## src/hdl/spi_pkg.sv

```systemverilog
// Shared constants and carrier types of the serial peripheral block.
// Assumes a byte-wide register port and a single peripheral clock.

package spi_pkg;

	// ----------------------------------------
	// Register addresses
	// ----------------------------------------
	localparam logic [7:0] CTRL_ADDR = 8'hc3;
	localparam logic [7:0] STAT_ADDR = 8'hc4;
	localparam logic [7:0] DATA_ADDR = 8'hc5;

	// ----------------------------------------
	// Status field positions
	// ----------------------------------------
	localparam int TC_BIT = 7;
	localparam int OVR_BIT = 5;
	localparam int MODE_FAULT_FLAG_BIT = 4;
	localparam int TE_BIT = 3;
	localparam int LSB_BIT = 2;
	localparam int TEIE_BIT = 1;
	localparam int MODE_FAULT_IRQ_ENABLE_BIT = 0;

	// ----------------------------------------
	// Reset values and timing
	// ----------------------------------------
	localparam logic [7:0] CTRL_RESET = 8'h14;
	localparam logic [2:0] BITS_LAST = 3'h7;
	localparam logic [2:0] RATE_SLOWEST = 3'h6;

	// ----------------------------------------
	// Carrier types
	// ----------------------------------------
	typedef struct packed {
		logic rate_hi;
		logic enable;
		logic ss_disable;
		logic master;
		logic cpol;
		logic cpha;
		logic rate_mid;
		logic rate_lo;
	} ctrl_t;

	typedef struct packed {
		logic sck;
		logic mosi;
		logic miso;
		logic ss_n;
	} pins_t;

endpackage : spi_pkg

```

## src/hdl/rate_div.sv

```systemverilog
// Half-period tick generator for the master serial clock.
// Assumes restart is held while no transfer runs.

`timescale 1ns/100ps
`default_nettype none

module rate_div (
	// Clock and reset
	input wire logic clk,
	input wire logic srst,
	// Control
	input wire logic restart,
	input wire logic [2:0] rate,
	// Tick
	output logic tick
);
	import spi_pkg::*;

	logic [6:0] cnt_q;
	logic tick_q;

	// Invalid codes fall back to the slowest rate rather than stalling.
	wire logic bad_rate = (rate == 3'h0) || (rate == 3'h7);
	wire logic [2:0] rate_ok = bad_rate ? RATE_SLOWEST : rate;
	wire logic [6:0] half = 7'h01 << rate_ok;
	wire logic at_end = (cnt_q == half - 7'h01);

	always_ff @(posedge clk) begin
		if (srst || restart || at_end) begin
			cnt_q <= 7'h00;
		end else begin
			cnt_q <= cnt_q + 7'h01;
		end
	end

	always_ff @(posedge clk) begin
		tick_q <= !srst && !restart && at_end;
	end

	assign tick = tick_q;

endmodule : rate_div

`default_nettype wire

```

## src/hdl/spi_status_data.sv

```systemverilog
// Status flags, bit order, interrupt request and data path of a byte-wide serial peripheral.
// Assumes a register port on clk and serial pins that are asynchronous to it.
//
// What this block does
// Set mode fault when slave select sits at a wrong level, master or slave.
// Reading the status register clears the mode fault flag.
// Slave after mode fault ignores data while select is high, resumes when low.
// Master mode fault clears the peripheral enable bit.
// Transmit empty flag is high while the shift register can take a byte.
// Software bit selects MSB first when clear, LSB first when set.
// With its enable set, transmit empty raises the interrupt.
// With transmit empty interrupts enabled, transfer complete raises no interrupt.
// With its enable set, mode fault raises the interrupt.
// A data write loads the shift register directly, no holding buffer.
// A data read returns the receive buffer, never the shift register.
// A data write during a transfer gives an overflow.
// Clearing enable mid transfer stops the peripheral at once.
// Software keeps rate, phase, polarity and master bits still during transfers.
// All registers may be read and written while idle.
// After reset status bits 7, 6 and 4 read as zero.
// Transfer complete sets on byte end, clears on status read then data access.
// Byte received while complete is set gives overrun, old byte kept.
// Clear enable resets the serial engine internally, set enables it.
// One interrupt request is the OR of the enabled sources.
//
// Design decision made here: the address-and-strobe port.

`timescale 1ns/100ps
`default_nettype none

module spi_status_data (
	// Clock and reset
	input wire logic clk,
	input wire logic srst,
	// Register port
	input wire logic [7:0] addr,
	input wire logic [7:0] wdata,
	input wire logic wr,
	input wire logic rd,
	output logic [7:0] rdata,
	// Serial clock
	input wire logic sck_in,
	output logic sck_out,
	output logic sck_oe,
	// Master out, slave in
	input wire logic mosi_in,
	output logic mosi_out,
	output logic mosi_oe,
	// Master in, slave out
	input wire logic miso_in,
	output logic miso_out,
	output logic miso_oe,
	// Slave select
	input wire logic ss_n_in,
	// Interrupt
	output logic irq
);
	import spi_pkg::*;

	// ----------------------------------------
	// Pin synchronisation
	// ----------------------------------------
	pins_t pins_raw;
	pins_t pins_s;
	assign pins_raw = '{sck: sck_in, mosi: mosi_in, miso: miso_in, ss_n: ss_n_in};

	sync2 #(.W(4)) u_sync (
		.clk(clk),
		.srst(srst),
		.d(pins_raw),
		.q(pins_s)
	);

	// ----------------------------------------
	// State
	// ----------------------------------------
	ctrl_t ctrl_q;
	logic [7:0] sh_q;
	logic [7:0] rxbuf_q;
	logic [7:0] rdata_q;
	logic [2:0] cnt_q;
	logic busy_q;
	logic sclk_q;
	logic out_q;
	logic rx_bit_q;
	logic sck_prev_q;
	logic tc_q, arm_q, ovr_q, mode_fault_flag_q, te_q, lsb_q, teie_q, mode_fault_irq_enable_q;
	logic ignore_q, irq_q, sck_oe_q, miso_oe_q;
	logic tick;

	function automatic logic [7:0] shift_in(input logic [7:0] v, input logic b, input logic lsb);
		return lsb ? {b, v[7:1]} : {v[6:0], b};
	endfunction : shift_in

	function automatic logic top_bit(input logic [7:0] v, input logic lsb);
		return lsb ? v[0] : v[7];
	endfunction : top_bit

	// ----------------------------------------
	// Register decode
	// ----------------------------------------
	wire logic wr_ctrl = wr && (addr == CTRL_ADDR);
	wire logic wr_stat = wr && (addr == STAT_ADDR);
	wire logic wr_data = wr && (addr == DATA_ADDR);
	wire logic rd_stat = rd && (addr == STAT_ADDR);
	wire logic rd_data = rd && (addr == DATA_ADDR);

	wire logic en = ctrl_q.enable;
	wire logic master_select = ctrl_q.master;
	wire logic ss_low = !pins_s.ss_n;

	// ----------------------------------------
	// Edge decode
	// ----------------------------------------
	wire logic sel = en && !master_select && (ctrl_q.ss_disable || ss_low) && !ignore_q;
	wire logic s_edge = sel && (pins_s.sck != sck_prev_q);
	wire logic m_edge = en && master_select && busy_q && tick;
	wire logic lead = (m_edge && (sclk_q == ctrl_q.cpol)) || (s_edge && (pins_s.sck != ctrl_q.cpol));
	wire logic trail = (m_edge && (sclk_q != ctrl_q.cpol)) || (s_edge && (pins_s.sck == ctrl_q.cpol));
	wire logic din = master_select ? pins_s.miso : pins_s.mosi;
	wire logic [7:0] sh_nx = shift_in(sh_q, ctrl_q.cpha ? din : rx_bit_q, lsb_q);
	wire logic done = trail && (cnt_q == BITS_LAST) && busy_q;

	// A master sees another master driving select low; a slave loses select mid byte.
	wire logic m_fault = master_select && ss_low;
	wire logic s_fault = !master_select && busy_q && !ss_low;
	wire logic mode_fault_flag_set = en && !ctrl_q.ss_disable && (m_fault || s_fault);
	wire logic abort = !en || mode_fault_flag_set; // see R13
	wire logic load = wr_data && en && !busy_q;
	wire logic coll = wr_data && busy_q;
	wire logic clr_tc = arm_q && (rd_data || wr_data);

	// ----------------------------------------
	// Master clock divider
	// ----------------------------------------
	rate_div u_div (
		.clk(clk),
		.srst(srst),
		.restart(!busy_q || !master_select),
		.rate({ctrl_q.rate_hi, ctrl_q.rate_mid, ctrl_q.rate_lo}),
		.tick(tick)
	);

	// ----------------------------------------
	// Control register
	// ----------------------------------------
	always_ff @(posedge clk) begin
		if (srst) begin
			ctrl_q <= ctrl_t'(CTRL_RESET);
		end else if (mode_fault_flag_set && master_select) begin
			ctrl_q.enable <= 1'b0;
		end else if (wr_ctrl) begin
			ctrl_q <= ctrl_t'(wdata);
		end
	end

	always_ff @(posedge clk) begin
		if (srst) begin
			lsb_q <= 1'b0;
			teie_q <= 1'b0;
			mode_fault_irq_enable_q <= 1'b0;
		end else if (wr_stat) begin
			lsb_q <= wdata[LSB_BIT];
			teie_q <= wdata[TEIE_BIT];
			mode_fault_irq_enable_q <= wdata[MODE_FAULT_IRQ_ENABLE_BIT];
		end
	end

	// ----------------------------------------
	// Shift engine
	// ----------------------------------------
	always_ff @(posedge clk) begin
		sck_prev_q <= pins_s.sck;
		if (srst || abort) begin
			busy_q <= 1'b0;
			cnt_q <= 3'h0;
		end else if (load) begin
			busy_q <= master_select;
			cnt_q <= 3'h0;
		end else if (done) begin
			busy_q <= 1'b0;
			cnt_q <= 3'h0;
		end else begin
			busy_q <= busy_q || lead;
			cnt_q <= trail ? cnt_q + 3'h1 : cnt_q;
		end
	end

	always_ff @(posedge clk) begin
		if (srst) begin
			sh_q <= 8'h00;
			out_q <= 1'b0;
			rx_bit_q <= 1'b0;
		end else if (load) begin
			sh_q <= wdata;
			out_q <= top_bit(wdata, lsb_q);
		end else if (!abort) begin
			if (lead) begin
				rx_bit_q <= din;
			end
			if (lead && ctrl_q.cpha) begin
				out_q <= top_bit(sh_q, lsb_q);
			end
			if (trail) begin
				sh_q <= sh_nx;
			end
			if (trail && !ctrl_q.cpha) begin
				out_q <= top_bit(sh_nx, lsb_q);
			end
		end
	end

	// The master clock parks at the idle level whenever no byte is moving.
	always_ff @(posedge clk) begin
		if (srst) begin
			sclk_q <= 1'b0;
		end else if (abort || !busy_q) begin
			sclk_q <= ctrl_q.cpol;
		end else if (m_edge) begin
			sclk_q <= !sclk_q;
		end
	end

	always_ff @(posedge clk) begin
		if (srst) begin
			ignore_q <= 1'b0;
		end else if (mode_fault_flag_set && !master_select) begin
			ignore_q <= 1'b1;
		end else if (ss_low || master_select || !en) begin
			ignore_q <= 1'b0;
		end
	end

	// ----------------------------------------
	// Flags and receive buffer
	// ----------------------------------------
	// Every hardware set below wins over a clear in the same cycle.
	always_ff @(posedge clk) begin
		if (srst) begin
			tc_q <= 1'b0;
			arm_q <= 1'b0;
			ovr_q <= 1'b0;
			mode_fault_flag_q <= 1'b0;
			te_q <= 1'b1;
		end else begin
			tc_q <= done || (tc_q && !clr_tc);
			arm_q <= rd_stat || (arm_q && !(rd_data || wr_data));
			ovr_q <= (done && tc_q) || coll || (ovr_q && !rd_stat); // see R18
			mode_fault_flag_q <= mode_fault_flag_set || (mode_fault_flag_q && !rd_stat); // see R1
			te_q <= (abort || done) ? 1'b1 : (load ? 1'b0 : te_q);
		end
	end

	always_ff @(posedge clk) begin
		if (srst) begin
			rxbuf_q <= 8'h00;
		end else if (done && !tc_q) begin
			rxbuf_q <= sh_nx;
		end
	end

	// ----------------------------------------
	// Read port
	// ----------------------------------------
	wire logic [7:0] stat_rd = {tc_q, 1'b0, ovr_q, mode_fault_flag_q, te_q, lsb_q, teie_q, mode_fault_irq_enable_q};
	wire logic [7:0] rd_mux = (addr == CTRL_ADDR) ? ctrl_q :
		(addr == STAT_ADDR) ? stat_rd :
		(addr == DATA_ADDR) ? rxbuf_q : 8'h00;

	always_ff @(posedge clk) begin
		if (srst || !rd) begin
			rdata_q <= 8'h00;
		end else begin
			rdata_q <= rd_mux;
		end
	end

	// ----------------------------------------
	// Interrupt and pins
	// ----------------------------------------
	// Transfer complete is masked while transmit empty interrupts are on.
	wire logic irq_d = (teie_q && te_q) || (!teie_q && tc_q) || (mode_fault_irq_enable_q && mode_fault_flag_q); // see R7 see R8 see R9

	always_ff @(posedge clk) begin
		if (srst) begin
			irq_q <= 1'b0;
			sck_oe_q <= 1'b0;
			miso_oe_q <= 1'b0;
		end else begin
			irq_q <= irq_d;
			sck_oe_q <= en && master_select;
			miso_oe_q <= sel && !mode_fault_flag_set;
		end
	end

	assign rdata = rdata_q;
	assign irq = irq_q;
	assign sck_out = sclk_q;
	assign sck_oe = sck_oe_q;
	assign mosi_out = out_q;
	assign mosi_oe = sck_oe_q;
	assign miso_out = out_q;
	assign miso_oe = miso_oe_q;
endmodule : spi_status_data

`default_nettype wire

```

## src/hdl/sync2.sv

```systemverilog
// Two-flop synchroniser for a group of pin inputs.
// Assumes the inputs are asynchronous to clk.

`timescale 1ns/100ps
`default_nettype none

module sync2 #(
	parameter int W = 4
) (
	// Clock and reset
	input wire logic clk,
	input wire logic srst,
	// Data
	input wire logic [W-1:0] d,
	output logic [W-1:0] q
);

	logic [W-1:0] meta_q;
	logic [W-1:0] sync_q;

	always_ff @(posedge clk) begin
		if (srst) begin
			meta_q <= '0;
			sync_q <= '0;
		end else begin
			meta_q <= d;
			sync_q <= meta_q;
		end
	end

	assign q = sync_q;

endmodule : sync2

`default_nettype wire

```

## config.mk

```make
export PLATFORM = sky130hd
export DESIGN_NAME = spi_status_data
export DESIGN_NICKNAME = d
export VERILOG_FILES = /design/src/hdl/spi_pkg.sv /design/src/hdl/rate_div.sv /design/src/hdl/spi_status_data.sv /design/src/hdl/sync2.sv
export SDC_FILE = /design/constraint.sdc
export NUM_CORES = 1
export LEC_CHECK = 0
export BUFFER_PORTS_ARGS = -buffer_cell sky130_fd_sc_hd__clkbuf_2
export CAP_MARGIN = 20
export CORE_UTILIZATION = 50
export DETAILED_ROUTE_END_ITERATION = 12
export HOLD_SLACK_MARGIN = 0.02
export PLACE_DENSITY = 0.76
export SETUP_SLACK_MARGIN = 0.15
export SYNTH_ARGS = -nofsm -noshare
export SYNTH_HDL_FRONTEND = slang
export SYNTH_SLANG_ARGS = --single-unit
export TNS_END_PERCENT = 5
```

## constraint.sdc

```tcl
create_clock -name clk -period 2.7 [get_ports clk]
set_input_delay 0.54 -clock clk [delete_from_list [all_inputs] [get_ports clk]]
set_output_delay 0.54 -clock clk [all_outputs]
set_load 0.05 [all_outputs]
```

After elaboration in Yosys (flattened, before gate mapping):

Index checks and enable logic that the tools add are counted.

* flip-flop bits (word level): 68
* input bits: 24
* output and inout bits: 15
* logic and storage cells: 171

* add/subtract/negate cells: 3
* equal/unequal tests: 12
* shift operators: 1
* muxes and demuxes: 23
* bitwise gates (word level): 3
* reduce and logical (&&, ||, !) cells: 96

Operators by type and width (count)
* $mux W8: 7
* $logic_and A1 B1 Y1: 43
* $eq A8 B8 Y1 const B: 3
* $logic_or A1 B1 Y1: 24
* $logic_not A1 Y1: 17
* $mux W1: 15
* $add A7 B1 Y7 const B: 1
* $eq A7 B7 Y1: 1
* $shl A1 B3 Y7 const A: 1
* $sub A7 B1 Y7 const B: 1
* $eq A3 B3 Y1 const B: 2
* $reduce_and A2 Y1: 3
* $reduce_bool A2 Y1: 3
* $reduce_or A2 Y1: 2
* $add A3 B1 Y3 const B: 1
* $logic_not A3 Y1: 1
* $mux W3: 1
* $ne A1 B1 Y1: 3
* $not A1 Y1: 3
* $reduce_and A3 Y1: 1
* $reduce_bool A3 Y1: 1
* $reduce_or A3 Y1: 1
* $eq A1 B1 Y1: 2
* $ne A2 B1 Y1 const B: 1

Depth between registers and ports, before layout:

* depth in word-level cells: 12
* mapped depth: 11

Cells and area by module:

From an unflattened synthesis, not the netlist that was laid out.

* cell total of the unflattened synthesis: 358
* area total of the unflattened synthesis: 3300.7 sq um

By module, submodules not included
* spi_status_data: times used 1, cells an instance 279, area each 2563.7 sq um
* rate_div: times used 1, cells an instance 63, area each 526.8 sq um
* sync2: times used 1, cells an instance 16, area each 210.2 sq um

Worst setup path before layout:

No wires, ideal clock.

* kind: input to register
* start: in addr[4]
* end: reg ctrl_q[2] (netlist name)
* setup time: 120 ps
* arrival: 2360 ps
* data required time: 2580 ps
* slack: 220 ps
* stages: 6
* buffers on the path: 0
* cell sequence: nand4bb_1 > nor4b_2 > nand2_1 > nor2_1 > nor2b_1 > a211o_1

* word-level cells in the longest chain between the ends: 3

RTL lines
* from (decl): RTL line spi_status_data.sv:36 `input wire logic [7:0] addr,`
* $eq A8 B8 Y1: RTL line spi_status_data.sv:102 `wire logic wr_ctrl = wr && (addr == CTRL_ADDR);`
* $logic_and A1 B1 Y1: RTL line spi_status_data.sv:102
* $reduce_and A2 Y1 (no source line)
* to (signal assigned): RTL line spi_status_data.sv:149 `ctrl_q <= ctrl_t'(CTRL_RESET);`
* to (signal assigned): RTL line spi_status_data.sv:153 `ctrl_q <= ctrl_t'(wdata);`
* to (decl): RTL line spi_status_data.sv:77 `ctrl_t ctrl_q;`

Every way passes these cells.
A chain may end at the register's enable or synchronous reset.

Final worst setup path:

* start: reg ctrl_q (netlist bit en)
* end: reg out_q, in the netlist miso_out

* word-level cells in the longest chain between the ends: 10
* elaborated cells on any way between the ends: 27

RTL lines
* $logic_and A1 B1 Y1 (3 in a row): RTL line spi_status_data.sv:115 `wire logic sel = en && !master_select && (ctrl_q.ss_disable || ss_low) && !ignore_q;`
* $logic_and A1 B1 Y1: RTL line spi_status_data.sv:116 `wire logic s_edge = sel && (pins_s.sck != sck_prev_q);`
* $logic_and A1 B1 Y1: RTL line spi_status_data.sv:119 `wire logic trail = (m_edge && (sclk_q != ctrl_q.cpol)) || (s_edge && (pins_s.sck == ctrl_q.cpol));`
* $logic_or A1 B1 Y1: RTL line spi_status_data.sv:119
* $logic_and A1 B1 Y1: RTL line spi_status_data.sv:207 `if (trail && !ctrl_q.cpha) begin`
* $mux W1: RTL line spi_status_data.sv:207
* $mux W1: RTL line spi_status_data.sv:197 `end else if (!abort) begin`
* $mux W1: RTL line spi_status_data.sv:194 `end else if (load) begin`
* to (signal assigned): RTL line spi_status_data.sv:196 `out_q <= top_bit(wdata, lsb_q);`
* to (signal assigned): RTL line spi_status_data.sv:202 `out_q <= top_bit(sh_q, lsb_q);`
* to (signal assigned): RTL line spi_status_data.sv:208 `out_q <= top_bit(sh_nx, lsb_q);`
* to (decl): RTL line spi_status_data.sv:84 `logic out_q;`

Parallel ways exist; a longest one is shown, timed or not. The select of a mux whose other input is x is not followed.

==> flow_metrics.tcl <==
set metrics [dict create \
    routabilityCongestion 0.843 \
    nets 430 \
    synth_flop_cell "dfxtp_1" \
    ys_top_cells_by_area "dfxtp_1, mux2i_1, nand2_1" \
    syn_area_um2 3190 \
    port_buffers 38 \
    post_cts.repair.setup_buffers 0 \
    boundaryPins 39 \
    row_count 28 \
    status "finished clean" \
    worst-setup-path-type "reg2reg" \
    initial_core_util_pct 53.0 \
    cp.required_ns 2.97 \
    r2r_cells 6 \
    wl_per_cell_um 15.5 \
    ant_nets 0 \
    via_per_inst 5.88 \
    ys_seq_area_share_pct 42.6 \
    via_count 2833 \
    cts_resized 0 \
    cts_buffers 9 \
    total_power_uw 2090 \
    cap_violations 0 \
    synth.largest_area_cell "dfxtp_1" \
    die_area_um2 6710 \
    gr-usage-all-layers_pct 24.5 \
    pwr_density_cell_nw_per_um2 564 \
    die_h_um 81.9 \
    ff2ff_setup_slack_ns 0.33 \
    critPathCaptureType "flip-flop" \
    crit_path_start_kind "flip-flop" \
    grt_pass1_vias 2531 \
    drc 0 \
    wirelength_mm 7.46 \
    grt_pass1_wl_mm 12.2 \
    cts_root_buf "clkbuf_8" \
    synth_seq_cells 68 \
    ctsHoldBuffers 0 \
    hold_violations 0 \
    syn_to_final_growth_pct 16.0 \
    tightestPinTransition_ns 0.635 \
    synth.distinct_cells 61 \
    cp-endpoint "miso_out" \
    clk_pin_slew_worst_paths_ns 0.08 \
    synthArstFlopShare_pct 0 \
    cts_tree "done" \
    timing.rr.start "en" \
    clk_latency_ns 0.35 \
    grt_max_degree 29 \
    clock_path_buffers 2 \
    final_cell_area_um2 3700 \
    syn_inst 363 \
    synth-edff-count 0 \
    max_freq_mhz 423 \
    maxSlewHeadroom_pct 57.6 \
    final_layout_size_suffix_gt1_share_pct 20.1 \
    peakVddDrop_uv 551 \
    synth_top_area_share_pct 42.6 \
    coreArea_um2 6030 \
    final_cell_mix "dfxtp_1, nand2_1, clkbuf_2, nor2_1, a21oi_1" \
    worstPathMaxFanout 8 \
    min_period_ns 2.37 \
    leakagePower_uw 0.00131 \
    cp_data_arrival_time_ns 2.63 \
    yosysWarnings 0 \
    skew_ns 0.00760 \
    hold_path.class "reg2reg" \
    syn_avg_cell_area_um2 8.80 \
    finalSetupTns_ns 0 \
    rsz0062_at_grt "false" \
    grt_overflow_total 0 \
    dr.pass1.iters 5 \
    maxSlewViolCount 0 \
    syn_nets 391 \
    worstReg2RegEnd "miso_out" \
    cts_sinks 68 \
    cp-startpoint "en" \
    post-route-util_pct 61.5 \
    fin_crit_sh_pct 87.6 \
    fp.dieW_um 81.9 \
    antenna_found_initial 0 \
    n_antenna_cell 0 \
    setup_viol 0 \
    drtIter0Drc 223 \
    dp_hpwl_mm 5.35 \
    htreeDepth 3 \
    dpl_cell_area_um2 3470 \
    final_common_cell "dfxtp_1" \
]
[routing by layer]
layer | GRT usage, % | vias to the layer above | wire [um]
met4 | 9.65 | 0 | 176
met5 | 0 | - | 0
met1 | 32.8 | 1299 | 3340
met3 | 6.56 | 16 | 640
li1 | - | 1377 | -
met2 | 37.4 | 141 | 3310
[synthesized netlist by cell type (3+ instances only)]
cell      number
nand2_1       47
a221o_1        3
or3_1          4
mux2i_1       19
clkbuf_1      14
buf_4          3
nand2b_1       7
dfxtp_1       68
nor3_1         8
nor2_1        33
nand3_1        8
a22oi_1        8
a211oi_1       7
a21oi_1       28
xnor2_1        8
o211ai_1       3
o221ai_1       9
o21ai_0       11
nor2b_1       12
buf_1          5
xor2_1         3
ha_1           4
inv_1          5
[cell type report]
type | count | area [um2]
Clock buffer | 9 | 124
Clock inverter | 7 | 115
Fill cell | 530 | 2320
Inverter | 6 | 25.0
Multi-Input combinational cell | 264 | 1680
Sequential cell | 68 | 1360
Tap cell | 75 | 93.8
Timing Repair Buffer | 53 | 303
[worst min path at each step]
| stage | start | slack, ns | to | depth (start not counted) |
|---|---|---|---|---|
| after floorplan | u_sync.q[3] | 0.34 | sck_prev_q | 0 |
| after global placement | u_sync.q[3] | 0.35 | sck_prev_q | 0 |
| after detailed placement | u_sync.q[3] | 0.37 | sck_prev_q | 0 |
| after CTS | u_sync.q[3] | 0.37 | sck_prev_q | 0 |
| after global routing | u_sync.q[3] | 0.38 | sck_prev_q | 0 |
| final | u_sync.q[3] | 0.37 | sck_prev_q | 0 |
[sequential cells by signal, indices dropped and copies added (netlist names), 3 cells and up]
signal         cells
rxbuf_q            8
u_div.cnt_q        7
ctrl_q             6
cnt_q              3
u_sync.q           4
u_sync.meta_q      4
rdata              8
sh_q               8
[cell families after synthesis]
kind of cell	count (synthesis)	share of synthesized area (%)
compound gates	89	19.6
buf+inv	31	4.86
flops	68	42.6
mux	20	6.31
xor+xnor	11	3.02
simple gates	139	21.9
other cells	1	0.117
fa+ha+maj	4	1.57
[critical path, stage by stage, from the launching register on]
cell and delay (ns):
dfxtp_1 0.37, inv_4 0.05, or4_4 0.59, o221a_4 0.32, or3_1 0.36, a221o_1 0.37, a221oi_2 0.23
[report_power, final]
group	internal [uW]	switching, uW	total (uW)
clock	610	406	1020
combinational	25.9	38.0	64.0
sequential	1010	2.40	1010
[stage by stage]
stage,setup slack [ns],std cells,hold slack (ns)
after CTS,0.336,482,0.374
final,0.334,482,0.374
after detailed placement,0.343,466,0.365
after global routing,0.250,482,0.383
after floorplan,0.220,363,0.344
after global placement,0.405,466,0.350
(Power assumes the default switching activity.)
